File: src/common/tsrc_params.svh
`ifndef TSRC_PARAMS_SVH
`define TSRC_PARAMS_SVH

// ----------------------------------------
// Clock and time base
// ----------------------------------------
`define TSRC_CLK_MHZ      100
`define TSRC_TICK_US      125
`define TSRC_TICK_CYCLES  (`TSRC_TICK_US * `TSRC_CLK_MHZ)
`define TSRC_CONV12_MS    140
`define TSRC_CONV12_TICKS (`TSRC_CONV12_MS * 1000 / `TSRC_TICK_US)

// ----------------------------------------
// Sample intervals per rate code, in ms
// ----------------------------------------
`define TSRC_IVL1_MS 64000
`define TSRC_IVL2_MS 32000
`define TSRC_IVL3_MS 16000
`define TSRC_IVL4_MS 4000
`define TSRC_IVL5_MS 1000
`define TSRC_IVL6_MS 250
`define TSRC_IVL7_MS 125
`define TSRC_MS2TICK(ms) ((ms) * 1000 / `TSRC_TICK_US)

// ----------------------------------------
// Byte locations
// ----------------------------------------
`define TSRC_ADDR_TLO 4'h0
`define TSRC_ADDR_THI 4'h1
`define TSRC_ADDR_STS 4'h2
`define TSRC_ADDR_CFG 4'h3
`define TSRC_ADDR_HHI 4'h4
`define TSRC_ADDR_HLO 4'h5
`define TSRC_ADDR_LLO 4'h6
`define TSRC_ADDR_LHI 4'h7
`define TSRC_ADDR_CRC 4'h8

// ----------------------------------------
// Fields and reset values
// ----------------------------------------
`define TSRC_CFG_FMT   7
`define TSRC_CFG_RESH  6
`define TSRC_CFG_RESL  5
`define TSRC_CFG_MODE  4
`define TSRC_CFG_RSVD  3
`define TSRC_CFG_RATEH 2
`define TSRC_STS_OVER  7
`define TSRC_STS_UNDER 6
`define TSRC_CFG_RST   8'h70
`define TSRC_TEMP_RST  16'h0550
`define TSRC_HI_RST    16'h0800
`define TSRC_LO_RST    16'hFC90
`define TSRC_NORM_MAX  16'h07FF
`define TSRC_NORM_MIN  16'hF800
`define TSRC_EXT_MAX   16'h0FFF
`define TSRC_CRC_POLY  8'h8C

`endif

File: src/common/tsrc_pkg.sv
/*
  Types shared by the sensor control block.
  Assumes tsrc_params.svh holds all numeric constants.
*/
package tsrc_pkg;

  typedef enum logic [1:0] {
    TSRC_IDLE,
    TSRC_CONV,
    TSRC_WAIT
  } tsrc_state_t;

  typedef logic [15:0] tsrc_word_t;

endpackage : tsrc_pkg

File: src/hw/tsrc_sync.sv
/*
  Two-flop level synchroniser for one pin.
  Assumes the pin is quasi-static relative to clk.
*/
`timescale 1ns/1ps

module tsrc_sync (
  input  wire logic clk,  // System clock
  input  wire logic srst, // Sync reset
  input  wire logic d,    // Asynchronous level
  output logic      q     // Synchronised level
);

  logic meta_reg;

  always_ff @(posedge clk) begin
    if (srst) begin
      meta_reg <= 1'b0;
      q        <= 1'b0;
    end else begin
      meta_reg <= d;
      q        <= meta_reg;
    end
  end

endmodule : tsrc_sync

File: src/hw/tsrc_crc8.sv
/*
  Check byte over bytes 0..7, shifted LSB first.
  Assumes data is stable; result lags one cycle.
*/
`timescale 1ns/1ps
`include "tsrc_params.svh"

module tsrc_crc8 (
  input  wire logic        clk,  // System clock
  input  wire logic        srst, // Sync reset
  input  wire logic [63:0] data, // Byte 0 in bits 7:0
  output logic      [7:0]  crc   // Registered check byte
);

  logic [7:0] crc_next;

  // ----------------------------------------
  // Reflected x^8+x^5+x^4+1, seed zero
  // ----------------------------------------
  always_comb begin
    crc_next = 8'h00;
    for (int i = 0; i < 64; i++) begin
      if (crc_next[0] ^ data[i]) begin
        crc_next = (crc_next >> 1) ^ `TSRC_CRC_POLY;
      end else begin
        crc_next = crc_next >> 1;
      end
    end
  end

  always_ff @(posedge clk) begin
    if (srst) begin
      crc <= 8'h00;
    end else begin
      crc <= crc_next;
    end
  end

endmodule : tsrc_crc8

File: src/hw/tsrc_ctrl.sv
/*
  Register set and measurement control of a temperature sensor.
  Assumes a byte port from the serial front end, a same-clock
  sample in 1/16 degC, and asynchronous power and strap pins.
*/
`timescale 1ns/1ps
`include "tsrc_params.svh"

module tsrc_ctrl #(
  parameter int TICK_CYCLES = `TSRC_TICK_CYCLES
) (
  input  wire logic        clk,               // System clock
  input  wire logic        srst,              // Sync reset
  input  wire logic [3:0]  reg_addr,          // Byte location
  input  wire logic        reg_rd_en,         // Read strobe
  input  wire logic        reg_wr_en,         // Write strobe
  input  wire logic [7:0]  reg_wdata,         // Write byte
  output logic      [7:0]  reg_rdata,         // Read byte
  input  wire logic        begin_measure_cmd, // Start pulse
  input  wire logic        locate_cmd,        // Locate pulse
  input  wire logic [4:0]  location_code,     // Resistor code
  input  wire logic        location_strap_pin,// Strap pin
  input  wire logic        ext_power_pin,     // External supply
  input  wire logic [15:0] sample_temp,       // Raw 1/16 degC
  output logic             alarm_out,         // Alarm, high
  output logic             conv_busy          // Converting
);

  tsrc_pkg::tsrc_state_t state_reg;
  tsrc_pkg::tsrc_word_t  temp_reg;
  tsrc_pkg::tsrc_word_t  hi_reg;
  tsrc_pkg::tsrc_word_t  lo_reg;
  logic [7:0]  cfg_reg;
  logic [5:0]  loc_reg;
  logic        over_reg;
  logic        under_reg;
  logic        cont_reg;
  logic [13:0] tick_cnt_reg;
  logic        tick_reg;
  logic [10:0] conv_cnt_reg;
  logic [19:0] ivl_cnt_reg;
  logic        ext_sync;
  logic        strap_sync;
  logic [7:0]  crc_byte;
  logic [10:0] conv_ticks;
  logic [19:0] ivl_ticks;
  logic        conv_done;
  logic        ivl_hit;
  logic        start_conv;
  logic        over_now;
  logic        under_now;
  logic        cfg_wr;
  logic [2:0]  rate;
  tsrc_pkg::tsrc_word_t temp_next;

  assign rate   = cfg_reg[`TSRC_CFG_RATEH:0];
  assign cfg_wr = reg_wr_en && (reg_addr == `TSRC_ADDR_CFG);

  // ----------------------------------------
  // Pin synchronisers
  // ----------------------------------------
  tsrc_sync u_sync_pwr (
    .clk  (clk),
    .srst (srst),
    .d    (ext_power_pin),
    .q    (ext_sync)
  );

  tsrc_sync u_sync_strap (
    .clk  (clk),
    .srst (srst),
    .d    (location_strap_pin),
    .q    (strap_sync)
  );

  // ----------------------------------------
  // Time base
  // ----------------------------------------
  // Coarse tick keeps the 64 s interval in a 20-bit counter
  always_ff @(posedge clk) begin
    if (srst || tick_cnt_reg == 14'(TICK_CYCLES - 1)) begin
      tick_cnt_reg <= 14'h0000;
    end else begin
      tick_cnt_reg <= tick_cnt_reg + 14'h0001;
    end
  end

  always_ff @(posedge clk) begin
    if (srst) begin
      tick_reg <= 1'b0;
    end else begin
      tick_reg <= (tick_cnt_reg == 14'(TICK_CYCLES - 1));
    end
  end

  // Doubling per resolution step up to 10; 11 is four times 10
  always_comb begin
    unique case (cfg_reg[`TSRC_CFG_RESH:`TSRC_CFG_RESL])
      2'b00: conv_ticks = 11'(`TSRC_CONV12_TICKS >> 4);
      2'b01: conv_ticks = 11'(`TSRC_CONV12_TICKS >> 3);
      2'b10: conv_ticks = 11'(`TSRC_CONV12_TICKS >> 2);
      2'b11: conv_ticks = 11'(`TSRC_CONV12_TICKS);
    endcase
  end

  always_comb begin
    unique case (rate)
      3'h1: ivl_ticks = 20'(`TSRC_MS2TICK(`TSRC_IVL1_MS));
      3'h2: ivl_ticks = 20'(`TSRC_MS2TICK(`TSRC_IVL2_MS));
      3'h3: ivl_ticks = 20'(`TSRC_MS2TICK(`TSRC_IVL3_MS));
      3'h4: ivl_ticks = 20'(`TSRC_MS2TICK(`TSRC_IVL4_MS));
      3'h5: ivl_ticks = 20'(`TSRC_MS2TICK(`TSRC_IVL5_MS));
      3'h6: ivl_ticks = 20'(`TSRC_MS2TICK(`TSRC_IVL6_MS));
      3'h7: ivl_ticks = 20'(`TSRC_MS2TICK(`TSRC_IVL7_MS));
      3'h0: ivl_ticks = 20'hFFFFF;
    endcase
  end

  assign conv_done = (state_reg == tsrc_pkg::TSRC_CONV) && tick_reg
                  && (conv_cnt_reg >= conv_ticks - 11'h001);
  // 12-bit conversions outlast the 125 ms interval
  assign ivl_hit   = (ivl_cnt_reg >= ivl_ticks - 20'h00001);

  // ----------------------------------------
  // Conversion scheduling
  // ----------------------------------------
  assign start_conv = (state_reg == tsrc_pkg::TSRC_IDLE
                       && begin_measure_cmd)
                   || (state_reg == tsrc_pkg::TSRC_WAIT
                       && tick_reg && ivl_hit)
                   || (conv_done && cont_reg && ivl_hit);

  // Continuous only with external supply
  always_ff @(posedge clk) begin
    if (srst || !ext_sync) begin
      cont_reg <= 1'b0;
    end else if (cfg_wr) begin
      cont_reg <= (reg_wdata[`TSRC_CFG_RATEH:0] != 3'h0)
                  && (cont_reg || state_reg == tsrc_pkg::TSRC_IDLE
                      && begin_measure_cmd);
    end else if (state_reg == tsrc_pkg::TSRC_IDLE
                 && begin_measure_cmd) begin
      cont_reg <= (rate != 3'h0);
    end
  end

  always_ff @(posedge clk) begin
    if (srst) begin
      state_reg <= tsrc_pkg::TSRC_IDLE;
    end else begin
      unique case (state_reg)
        tsrc_pkg::TSRC_IDLE: begin
          if (start_conv) begin
            state_reg <= tsrc_pkg::TSRC_CONV;
          end
        end
        tsrc_pkg::TSRC_CONV: begin
          if (conv_done) begin
            if (!cont_reg) begin
              state_reg <= tsrc_pkg::TSRC_IDLE;
            end else if (!ivl_hit) begin
              state_reg <= tsrc_pkg::TSRC_WAIT;
            end
          end
        end
        tsrc_pkg::TSRC_WAIT: begin
          if (!cont_reg) begin
            state_reg <= tsrc_pkg::TSRC_IDLE;
          end else if (start_conv) begin
            state_reg <= tsrc_pkg::TSRC_CONV;
          end
        end
      endcase
    end
  end

  always_ff @(posedge clk) begin
    if (srst || start_conv) begin
      conv_cnt_reg <= 11'h000;
    end else if (state_reg == tsrc_pkg::TSRC_CONV && tick_reg) begin
      conv_cnt_reg <= conv_cnt_reg + 11'h001;
    end
  end

  // Interval runs from conversion start, saturating
  always_ff @(posedge clk) begin
    if (srst || start_conv) begin
      ivl_cnt_reg <= 20'h00000;
    end else if (tick_reg && ivl_cnt_reg != 20'hFFFFF) begin
      ivl_cnt_reg <= ivl_cnt_reg + 20'h00001;
    end
  end

  always_ff @(posedge clk) begin
    if (srst) begin
      conv_busy <= 1'b0;
    end else begin
      conv_busy <= (state_reg == tsrc_pkg::TSRC_CONV);
    end
  end

  // ----------------------------------------
  // Result formatting
  // ----------------------------------------
  // Format taken at the end of conversion
  always_comb begin
    logic signed [15:0] raw;
    raw = $signed(sample_temp);
    unique case (cfg_reg[`TSRC_CFG_RESH:`TSRC_CFG_RESL])
      2'b00: raw = raw & 16'hFFF0;
      2'b01: raw = raw & 16'hFFF8;
      2'b10: raw = raw & 16'hFFFC;
      2'b11: raw = raw;
    endcase
    temp_next = raw;
    if (raw < $signed(`TSRC_NORM_MIN)) begin
      temp_next = `TSRC_NORM_MIN;
    end else if (!cfg_reg[`TSRC_CFG_FMT]
                 && raw > $signed(`TSRC_NORM_MAX)) begin
      temp_next = `TSRC_NORM_MAX;
    end else if (raw > $signed(`TSRC_EXT_MAX)) begin
      temp_next = `TSRC_EXT_MAX;
    end
  end

  always_ff @(posedge clk) begin
    if (srst) begin
      temp_reg <= `TSRC_TEMP_RST;
    end else if (conv_done) begin
      temp_reg <= temp_next;
    end
  end

  // ----------------------------------------
  // Limit comparison and alarm
  // ----------------------------------------
  // Limits used as stored, never converted
  assign over_now  = $signed(temp_next) > $signed(hi_reg);
  assign under_now = $signed(temp_next) < $signed(lo_reg);

  always_ff @(posedge clk) begin
    if (srst) begin
      over_reg  <= 1'b0;
      under_reg <= 1'b0;
    end else if (!cfg_reg[`TSRC_CFG_MODE]) begin
      if (conv_done) begin
        over_reg  <= over_now;
        under_reg <= under_now;
      end
    end else if (conv_done && (over_now || under_now)) begin
      // A new violation beats a same-cycle read
      over_reg  <= over_now | (over_reg & ~reg_rd_en);
      under_reg <= under_now | (under_reg & ~reg_rd_en);
    end else if (reg_rd_en) begin
      over_reg  <= 1'b0;
      under_reg <= 1'b0;
    end
  end

  always_ff @(posedge clk) begin
    if (srst) begin
      alarm_out <= 1'b0;
    end else begin
      alarm_out <= (over_reg | under_reg) & ext_sync;
    end
  end

  always_ff @(posedge clk) begin
    if (srst) begin
      loc_reg <= 6'h00;
    end else if (locate_cmd) begin
      loc_reg <= {strap_sync, location_code};
    end
  end

  // ----------------------------------------
  // Writable bytes
  // ----------------------------------------
  always_ff @(posedge clk) begin
    if (srst) begin
      cfg_reg <= `TSRC_CFG_RST;
    end else if (cfg_wr) begin
      cfg_reg <= reg_wdata;
      cfg_reg[`TSRC_CFG_RSVD] <= 1'b0;
    end
  end

  // Only bytes 3..7 accept writes
  always_ff @(posedge clk) begin
    if (srst) begin
      hi_reg <= `TSRC_HI_RST;
      lo_reg <= `TSRC_LO_RST;
    end else if (reg_wr_en) begin
      unique case (reg_addr)
        `TSRC_ADDR_HHI: hi_reg[15:8] <= reg_wdata;
        `TSRC_ADDR_HLO: hi_reg[7:0]  <= reg_wdata;
        `TSRC_ADDR_LLO: lo_reg[7:0]  <= reg_wdata;
        `TSRC_ADDR_LHI: lo_reg[15:8] <= reg_wdata;
        default: ;
      endcase
    end
  end

  tsrc_crc8 u_crc (
    .clk  (clk),
    .srst (srst),
    .data ({lo_reg[15:8], lo_reg[7:0], hi_reg[7:0], hi_reg[15:8],
            cfg_reg, over_reg, under_reg, loc_reg, temp_reg}),
    .crc  (crc_byte)
  );

  // ----------------------------------------
  // Read port
  // ----------------------------------------
  always_ff @(posedge clk) begin
    if (srst) begin
      reg_rdata <= 8'h00;
    end else if (reg_rd_en) begin
      unique case (reg_addr)
        `TSRC_ADDR_TLO: reg_rdata <= temp_reg[7:0];
        `TSRC_ADDR_THI: reg_rdata <= temp_reg[15:8];
        `TSRC_ADDR_STS: reg_rdata <= {over_reg, under_reg, loc_reg};
        `TSRC_ADDR_CFG: reg_rdata <= cfg_reg;
        `TSRC_ADDR_HHI: reg_rdata <= hi_reg[15:8];
        `TSRC_ADDR_HLO: reg_rdata <= hi_reg[7:0];
        `TSRC_ADDR_LLO: reg_rdata <= lo_reg[7:0];
        `TSRC_ADDR_LHI: reg_rdata <= lo_reg[15:8];
        `TSRC_ADDR_CRC: reg_rdata <= crc_byte;
        default:        reg_rdata <= 8'h00;
      endcase
    end
  end
endmodule : tsrc_ctrl

File: config.mk
export PLATFORM = sky130hd
export DESIGN_NAME = tsrc_ctrl
export DESIGN_NICKNAME = d
export VERILOG_FILES = /design/src/common/tsrc_pkg.sv /design/src/hw/tsrc_sync.sv /design/src/hw/tsrc_crc8.sv /design/src/hw/tsrc_ctrl.sv
export VERILOG_INCLUDE_DIRS = /design/src /design/src/common
export SDC_FILE = /design/constraint.sdc
export NUM_CORES = 1
export LEC_CHECK = 0
export BUFFER_PORTS_ARGS = -buffer_cell sky130_fd_sc_hd__buf_2
export CORE_MARGIN = 5
export CORE_UTILIZATION = 60
export DETAILED_ROUTE_END_ITERATION = 10
export PLACE_DENSITY = 0.88
export REMOVE_ABC_BUFFERS = 1
export SLEW_MARGIN = 5
export SYNTH_ARGS = -nofsm -noshare
export SYNTH_HDL_FRONTEND = slang
export SYNTH_SLANG_ARGS = --single-unit
export TNS_END_PERCENT = 30
File: constraint.sdc
create_clock -name clk -period 4.9 [get_ports clk]
set_input_delay 0.245 -clock clk [delete_from_list [all_inputs] [get_ports clk]]
set_output_delay 0.245 -clock clk [all_outputs]
set_load 0.02 [all_outputs]
# After elaboration in Yosys (flattened, before gate mapping)
# Memory sizes are Yosys's and may differ from the RTL's. A register that Yosys moved wholly into a read port is not among the register bits.
# Index checks and enable logic that the tools add are counted.
[totals] regBits=134 rom_bits=160 input_bits=41 out_inout_bits=10 word_cells=310 mem_count=1
[mem_list] memory="(no name shown)" words=8 word_bits=20 read_ports=1 rd_clocked_by_memory_dff=1 write_ports=0 line="tsrc_ctrl.sv:107" text="unique case (rate)"
[classes] addsub=5 n_lt_le_gt_ge=7 n_eq_ne=18 n_mux=87 bitwise_logic=133 n_reduce_logical=35
[ops] cell="8-bit 2-to-1 mux" count=63
[ops] cell="2-bit NOT with 3-bit output" count=63
[ops] cell="8-bit case mux with 9 select lines" count=1
[ops] cell="16-bit case mux with 4 select lines" count=1
[ops] cell="1-bit XOR" count=62
[ops] cell="16-bit 2-to-1 mux" count=3
[ops] cell="11-bit case mux with 4 select lines" count=1
[ops] cell="20-bit by 1-bit adder with 20-bit output (second input constant)" count=1
[ops] cell="20-bit >= comparator" count=1
[ops] cell="20-bit inequality test (second input constant)" count=1
[ops] cell="20-bit by 1-bit subtractor with 20-bit output (second input constant)" count=1
[ops] cell="4-bit by 3-bit == test with 1-bit output (second input constant)" count=4
[ops] cell="16-bit by 12-bit > comparator with 1-bit output (second input constant)" count=1
[ops] cell="16-bit by 13-bit > comparator with 1-bit output (second input constant)" count=1
[ops] cell="16-bit > comparator" count=1
[ops] cell="16-bit by 12-bit less-than comparator with 1-bit output (second input constant)" count=1
[ops] cell="16-bit less-than comparator" count=1
[ops] cell="14-bit by 1-bit adder with 14-bit output (second input constant)" count=1
[ops] cell="14-bit == test (second input constant)" count=1
[ops] cell="1-bit logical AND" count=12
[ops] cell="2-bit AND reduction" count=6
[ops] cell="11-bit by 1-bit adder with 11-bit output (second input constant)" count=1
[ops] cell="11-bit >= comparator" count=1
[ops] cell="11-bit by 1-bit subtractor with 11-bit output (second input constant)" count=1
[ops] cell="other kinds (23)" count=55

# Longest topological paths before layout
[depth] word_depth=128 depth_mapped=19 mapped_depth_nobuf=19

# Hierarchy
# From an unflattened synthesis, not the netlist that was laid out.
[hier_totals] hier_cells=1097 hier_area_um2=10032.1
[by_module_without_submodules] module="tsrc_ctrl" n_inst=1 cells_each=918 area_per_inst_um2=7777.5 seq_area_each_um2=2722.6
[by_module_without_submodules] module="tsrc_crc8" n_inst=1 cells_each=171 area_per_inst_um2=2149.6 seq_area_each_um2=160.2
[by_module_without_submodules] module="tsrc_sync" n_inst=2 cells_each=4 area_per_inst_um2=52.6 seq_area_each_um2=40.0

# Worst setup path before layout
# OpenSTA, ideal clock, no wires.
[synth_timing] path_kind="reg2reg" start="reg cfg_reg[5]" end="reg conv_cnt_reg[0]" setup_ns=0.065 arrival_time_ns=4.052 required_ns=4.835 slack_ns=0.783 stages_incl_launch_ff=20 path_buffers=1 synth_period_minus_slack_ns=4.117 path_cell_list="dfxtp_1 > inv_1 > ha_1 > ha_1 > a21o_1 > a21o_1 > a21o_1 > a211o_1 > a21o_1 > a21o_1 > a21o_1 > a21o_1 > a21oi_1 > nor2_1 > a22oi_1 > o21ai_0 > a21o_1 > nand2b_1 > clkbuf_1 > nor2_1"
[synth_between] elab_chain_len=9 word_cells_on_any_way=12 classes_between="add/sub (1); order compare (1); eq/ne (3); mux (1); reduce/logical (6)"
[synth_lines] element="start: declaration" line="tsrc_ctrl.sv:33" text="logic [7:0] cfg_reg;"
[synth_lines] element="start signal: assignment" line="tsrc_ctrl.sv:281" text="cfg_reg <= `TSRC_CFG_RST;"
[synth_lines] element="start signal: assignment" line="tsrc_ctrl.sv:283" text="cfg_reg <= reg_wdata;"
[synth_lines] element="2-bit == test, or another cell as far along" line="tsrc_ctrl.sv:98" text="unique case (cfg_reg[`TSRC_CFG_RESH:`TSRC_CFG_RESL])"
[synth_lines] element="11-bit case mux with 4 select lines (*)" line="tsrc_ctrl.sv:98"
[synth_lines] element="11-bit by 1-bit subtractor with 11-bit output (*)" line="tsrc_ctrl.sv:120" text="&& (conv_cnt_reg >= conv_ticks - 11'h001);"
[synth_lines] element="11-bit >= comparator (*)" line="tsrc_ctrl.sv:120"
[synth_lines] element="1-bit logical AND (*)" line="tsrc_ctrl.sv:120"
[synth_lines] element="1-bit logical AND (*) (2 in a row)" line="tsrc_ctrl.sv:131" text="|| (conv_done && cont_reg && ivl_hit);"
[synth_lines] element="1-bit logical OR (*)" line="tsrc_ctrl.sv:131"
[synth_lines] element="1-bit logical OR (*)" line="tsrc_ctrl.sv:178" text="if (srst || start_conv) begin"
[synth_lines] element="end signal: assignment" line="tsrc_ctrl.sv:181" text="conv_cnt_reg <= conv_cnt_reg + 11'h001;"
[synth_lines] element="end: declaration" line="tsrc_ctrl.sv:40" text="logic [10:0] conv_cnt_reg;"
# Every way passes the cells marked *; elsewhere a longest branch is shown, timed or not. The select of a mux whose other input is x is not followed.
# A chain may end at the register's enable or synchronous reset.

# Final worst setup path
[layout_timing] start="reg temp_reg[2]" end="reg u_crc.crc[0]"
[layout_between] elab_chain_len=92 word_cells_on_any_way=172 classes_between="mux (62); bitwise (110)"
[layout_lines] element="start: declaration" line="tsrc_ctrl.sv:30" text="tsrc_pkg::tsrc_word_t temp_reg;"
[layout_lines] element="start signal: assignment" line="tsrc_ctrl.sv:228" text="temp_reg <= `TSRC_TEMP_RST;"
[layout_lines] element="start signal: assignment" line="tsrc_ctrl.sv:230" text="temp_reg <= temp_next;"
[layout_lines] element="1-bit XOR (*)" line="tsrc_crc8.sv:23" text="if (crc_next[0] ^ data[i]) begin"
[layout_lines] element="8-bit 2-to-1 mux (*) (3 in a row)" line="tsrc_crc8.sv:23"
[layout_lines] element="1-bit XOR / 8-bit 2-to-1 mux (equally long branches)" line="tsrc_crc8.sv:23"
[layout_lines] element="8-bit 2-to-1 mux (*) (3 in a row)" line="tsrc_crc8.sv:23"
[layout_lines] element="1-bit XOR, or another cell as far along" line="tsrc_crc8.sv:23"
[layout_lines] element="8-bit 2-to-1 mux (*)" line="tsrc_crc8.sv:23"
[layout_lines] element="2-bit NOT with 3-bit output (no line), or another cell as far along"
[layout_lines] element="8-bit 2-to-1 mux (*) (3 in a row)" line="tsrc_crc8.sv:23"
[layout_lines] element="(+67 left out)"
[layout_lines] element="8-bit 2-to-1 mux (*)" line="tsrc_crc8.sv:23"
[layout_lines] element="2-bit NOT with 3-bit output (no line), or another cell as far along"
[layout_lines] element="8-bit 2-to-1 mux (*) (3 in a row)" line="tsrc_crc8.sv:23"
[layout_lines] element="1-bit XOR / 8-bit 2-to-1 mux (equally long branches)" line="tsrc_crc8.sv:23"
[layout_lines] element="8-bit 2-to-1 mux (*)" line="tsrc_crc8.sv:23"
[layout_lines] element="2-bit NOT with 3-bit output (no line) / 1-bit XOR (equally long branches)"
[layout_lines] element="8-bit 2-to-1 mux (*) (2 in a row)" line="tsrc_crc8.sv:23"
[layout_lines] element="4-bit 2-to-1 mux (*)" line="tsrc_crc8.sv:23"
[layout_lines] element="end signal: assignment" line="tsrc_crc8.sv:35" text="crc <= crc_next;"
[layout_lines] element="end: declaration" line="tsrc_crc8.sv:12" text="output logic [7:0] crc"
# Every way passes the cells marked *.

==> results.txt <==
----------------------------------------------------
[Timing]
  Max Fclk ... ~230 MHz
  Max Transition Viols Final ... 0
  Sum Neg Setup Slack ... 0 ns
  Clock skew ... a little under 0.01 ns
  Unrepaired setup endpoints after global routing ... no
  Final hold violation count ... 0
  Max_slew headroom ... a little over two fifths
  Share of the cycle needed by the critical path after routing ... between 80% and 90%
  Transition time of the tightest slew-check pin ... 0.845 ns
  Total setup violations reported at the end of the flow ... 0
  Slack of the critical path ... between 0.4 and 0.5 ns
  Shortest clock period the worst path allows after layout ... between 4 and 5 ns

[Floorplanning]
  Number of top-level pins ... between 50 and 60
  Die span in y ... ~140 um
  Placeable core area ... approximately 16000 um^2
  Initial standard-cell utilization of the core ... about three fifths
  Overall die width ... ~140 um
  Row cnt ... 46
  DIE AREA ... approximately 19000 um^2

[Critical path]
  Req. time, crit path ... ~5.2 ns
  Sum of buffers and inverters on the critical path ... 0
  Cell seen most often among critical-path stages ... sky130_fd_sc_hd__xnor2_1
  Largest fanout on the critical path ... 6
  Delay of the slowest cell on the worst path ... around 0.51 ns
  Worst-path cell with the longest stage delay ... sky130_fd_sc_hd__xnor3_2
  Reg-to-reg setup timing slack ... about 0.5 ns
  Worst path top cell family by delay ... XOR/XNOR gates
  Data arrival at the endpoint of the critical path ... 4.71 ns
  Startpoint class of the critical path ... flip-flop
  Register-to-Register Path Depth ... 15
  Critical Setup Path Class ... flip-flop to flip-flop
  Launching element of the worst setup path ... temp_reg[2]
  Crit-path cells ... xnor3_2 -> xnor2_2 -> xnor2_1 -> xnor3_2 -> xnor2_1 -> xnor2_1 -> xor2_1 -> xnor2_1 -> xnor2_1 -> xnor2_1 -> xnor2_1 -> xor2_1 -> xnor2_1 -> xnor2_1 -> nor2_1
  Worst r2r src ... temp_reg[2]
  Endpoint class of the critical path ... flip-flop
  Reg2Reg Capture Point ... u_crc.crc[0]

[Clock network]
  CTS Root Buffer Type ... sky130_fd_sc_hd__clkbuf_16
  Clock transition at path regs ... roughly 0.060 ns
  Total of cells resized after clock tree synthesis ... 0
  Hold bufs inserted after CTS ... 0
  Clock latency of the later-clocked register in the worst-skew pair ... about 0.44 ns
  Sinks on Clock Net ... ~150
  Number of buffers on the longest clock path ... 2
  Deepest level of the CTS H-tree ... 4
  Buffers inserted by post-CTS timing repair ... 0
  CTS tree ... built
  Clock buffers created by TritonCTS ... 17

[Route]
  DRC violation total after the first TritonRoute iteration ... 961
  Total number of vias ... between 8000 and 9000
  Routed wire length ... between 20 and 30 mm
  Total iterations of the first detailed-routing run ... 6
  Average detailed-routed wire length per instance ... 19.0 um
  Final ANT Viol Nets ... 0
  Number of DRC violations after detailed routing ... 0
  Average via count per standard cell ... 5.94

[Global routing]
  GRT Residual Overflow ... 0
  GRT Resource Usage Total ... between 20% and 30%
  Wire length of the first global-routing pass ... 40.4 mm
  Via count of the first global-routing pass ... roughly 8000
  Initial antenna violation count ... 0
  Pin count of the biggest net entering global routing ... between 40 and 50

[Power]
  Maximum vdd ir drop ... 0.535 mV
  Leakage ... around 4.5 nW
  Power density of the placed cells ... 424 nW/um^2

[Yosys]
  EDFF count, synth ... 0
  Area fraction of the dominant cell type after synthesis ... a little under a third
  Register area share after synthesis ... between 30% and 40%
  Synth Instances ... 1094
  Summed instance area of the synthesized netlist ... 9650 um^2
  Cell taking the most area after synthesis ... sky130_fd_sc_hd__dfxtp_1
  Number of register bits inferred by synthesis ... 148
  Average instance area after synthesis ... ~8.8 um^2
  Ys flop type ... sky130_fd_sc_hd__dfxtp_1
  Unique masters post-synth ... between 50 and 60
  Yosys warning total ... 0
  Share of flip-flops with an asynchronous set or reset after synthesis ... 0%
  Cells taking the most area after synthesis ... sky130_fd_sc_hd__dfxtp_1 (31%), sky130_fd_sc_hd__xnor2_1 (12%), sky130_fd_sc_hd__ha_1 (10%)

[Worst hold path]
  Worst hold path startpoint ... ext_power_pin
  Hold Path Depth ... 2
  Classification of the worst-slack hold path ... input port to flip-flop
  Endpoint of the worst hold path ... u_sync_pwr.meta_reg

[Layout]
  Number of antenna repair diodes ... 0
  Synth-to-Final Area Change ... 10.6%
  Fillers ... 1204
  Max reg flops ... 20
  Final net count ... 1248
  Share of final-layout standard cells stronger than drive strength 1 ... roughly 10%

[Status]
  Result of the run ... completed

[Placed design]
  PortBufs ... 50
  Setup WS pre-CTS ... 0.574 ns
  Placed wire-length estimate ... 19.0 mm
  Gpl congestion ... 1.04

[Job]
  Max_cap viols ... 0

----------------------------------------------------
[synthesized netlist by cell type, types with 4 or more instances]
cell type                  count
sky130_fd_sc_hd__dfxtp_1     148
sky130_fd_sc_hd__nor2_1      142
sky130_fd_sc_hd__xnor2_1     134
sky130_fd_sc_hd__ha_1         78
sky130_fd_sc_hd__nand2_1      67
sky130_fd_sc_hd__xor2_1       53
sky130_fd_sc_hd__mux2i_1      52
sky130_fd_sc_hd__a21oi_1      50
sky130_fd_sc_hd__inv_1        45
sky130_fd_sc_hd__clkbuf_1     37
sky130_fd_sc_hd__nand3_1      34
sky130_fd_sc_hd__o21ai_0      27
sky130_fd_sc_hd__a21o_1       23
sky130_fd_sc_hd__nor2b_1      22
sky130_fd_sc_hd__and3_1       16
sky130_fd_sc_hd__nand4_1      16
sky130_fd_sc_hd__nand2b_1     15
sky130_fd_sc_hd__xnor2_2      15
sky130_fd_sc_hd__nor3_1       14
sky130_fd_sc_hd__a221oi_1      9
sky130_fd_sc_hd__nor4_1        9
sky130_fd_sc_hd__o211ai_1      8
sky130_fd_sc_hd__o21a_1        7
sky130_fd_sc_hd__mux2_2        5
sky130_fd_sc_hd__xnor3_1       5
sky130_fd_sc_hd__a22oi_1       4
sky130_fd_sc_hd__and2_1        4
sky130_fd_sc_hd__or3_1         4
[layout by cell type, fill, tap and decap left out, drive strengths merged, types with 3 or more instances in the layout]
| cell | n |
|---|---|
| nor3b | 3 |
| or3 | 4 |
| nor2b | 22 |
| nand3 | 34 |
| nor4 | 9 |
| o21ai | 27 |
| dfxtp | 148 |
| a211oi | 3 |
| mux2i | 52 |
| xor2 | 56 |
| clkinv | 6 |
| a21boi | 3 |
| clkbuf | 22 |
| nand2b | 15 |
| xnor3 | 7 |
| nor2 | 142 |
| o31ai | 3 |
| inv | 47 |
| nand4 | 16 |
| ha | 78 |
| o21a | 7 |
| and2 | 6 |
| a21o | 23 |
| mux2 | 5 |
| nand2 | 67 |
| a32oi | 3 |
| and3 | 16 |
| a31oi | 3 |
| bufinv | 3 |
| a21oi | 50 |
| a22oi | 4 |
| nor3 | 14 |
| xnor2 | 150 |
| o211ai | 8 |
| buf | 57 |
| a221oi | 9 |
[routing by layer]
layer,vias up,global-route usage (%),share of wire (%)
li1,3769,-,-
met1,3736,35.7,41
met2,453,43.5,44
met3,105,7.57,10
met4,0,13.4,4.5
met5,-,0,0
[cells by family (layout without fill, tap and decap cells)]
| family | count (synthesis) | count (layout) | synth area share, % |
|---|---|---|---|
| xor+xnor | 215 | 215 | 22.5 |
| fa+ha+maj | 78 | 78 | 10.1 |
| buf+inv | 88 | 136 | 3.49 |
| flops | 148 | 148 | 30.7 |
| mux | 57 | 57 | 5.98 |
| compound gates | 154 | 154 | 10.3 |
| other cells | 1 | 1 | 0.0389 |
| simple gates | 353 | 353 | 17.0 |
[per-stage QoR]
stage               util, %  area [um^2]  std cells  total power [mW]  hold slack, ns
finish                 67.4        10700       1358              4.53          0.0233
global route           67.4        10700       1358              4.74          0.0559
CTS                    67.4        10700       1358              4.52          0.0136
detailed placement     63.6        10100       1326              3.17           0.435
global placement       63.6        10100       1326              3.12           0.417
floorplan                 -         9490       1053              2.89           0.314
[power breakdown]
part	total [mW]	internal (mW)	switching, mW
registers	1.30	1.27	0.0317
clock network	1.36	0.832	0.527
logic	1.86	0.937	0.925
total	4.53	3.04	1.48
[cell type report]
class | count | area, um^2 | share of cell area (%)
multi-input cells | 858 | 6350 | 59.5
flip-flops and latches | 148 | 2960 | 27.8
clock buffers | 22 | 464 | 4.35
repair buffers | 57 | 303 | 2.84
well taps | 216 | 270 | 2.53
inverters | 47 | 176 | 1.65
clock inverters | 10 | 146 | 1.37
[worst max-delay path by stage]
| stage | endpoint | slack (ns) | depth (start not counted) |
|---|---|---|---|
| 4_1_cts | u_crc.crc[0] | 0.54 | 15 |
| 2_1_floorplan | conv_cnt_reg[1] | 0.35 | 18 |
| 3_5_place_dp | u_crc.crc[0] | 0.57 | 15 |
| 5_1_grt | u_crc.crc[0] | 0.27 | 15 |
| 6_report | u_crc.crc[0] | 0.49 | 15 |
| 3_3_place_gp | u_crc.crc[0] | 0.78 | 15 |
No activity file was read; power rests on OpenSTA's default activity.
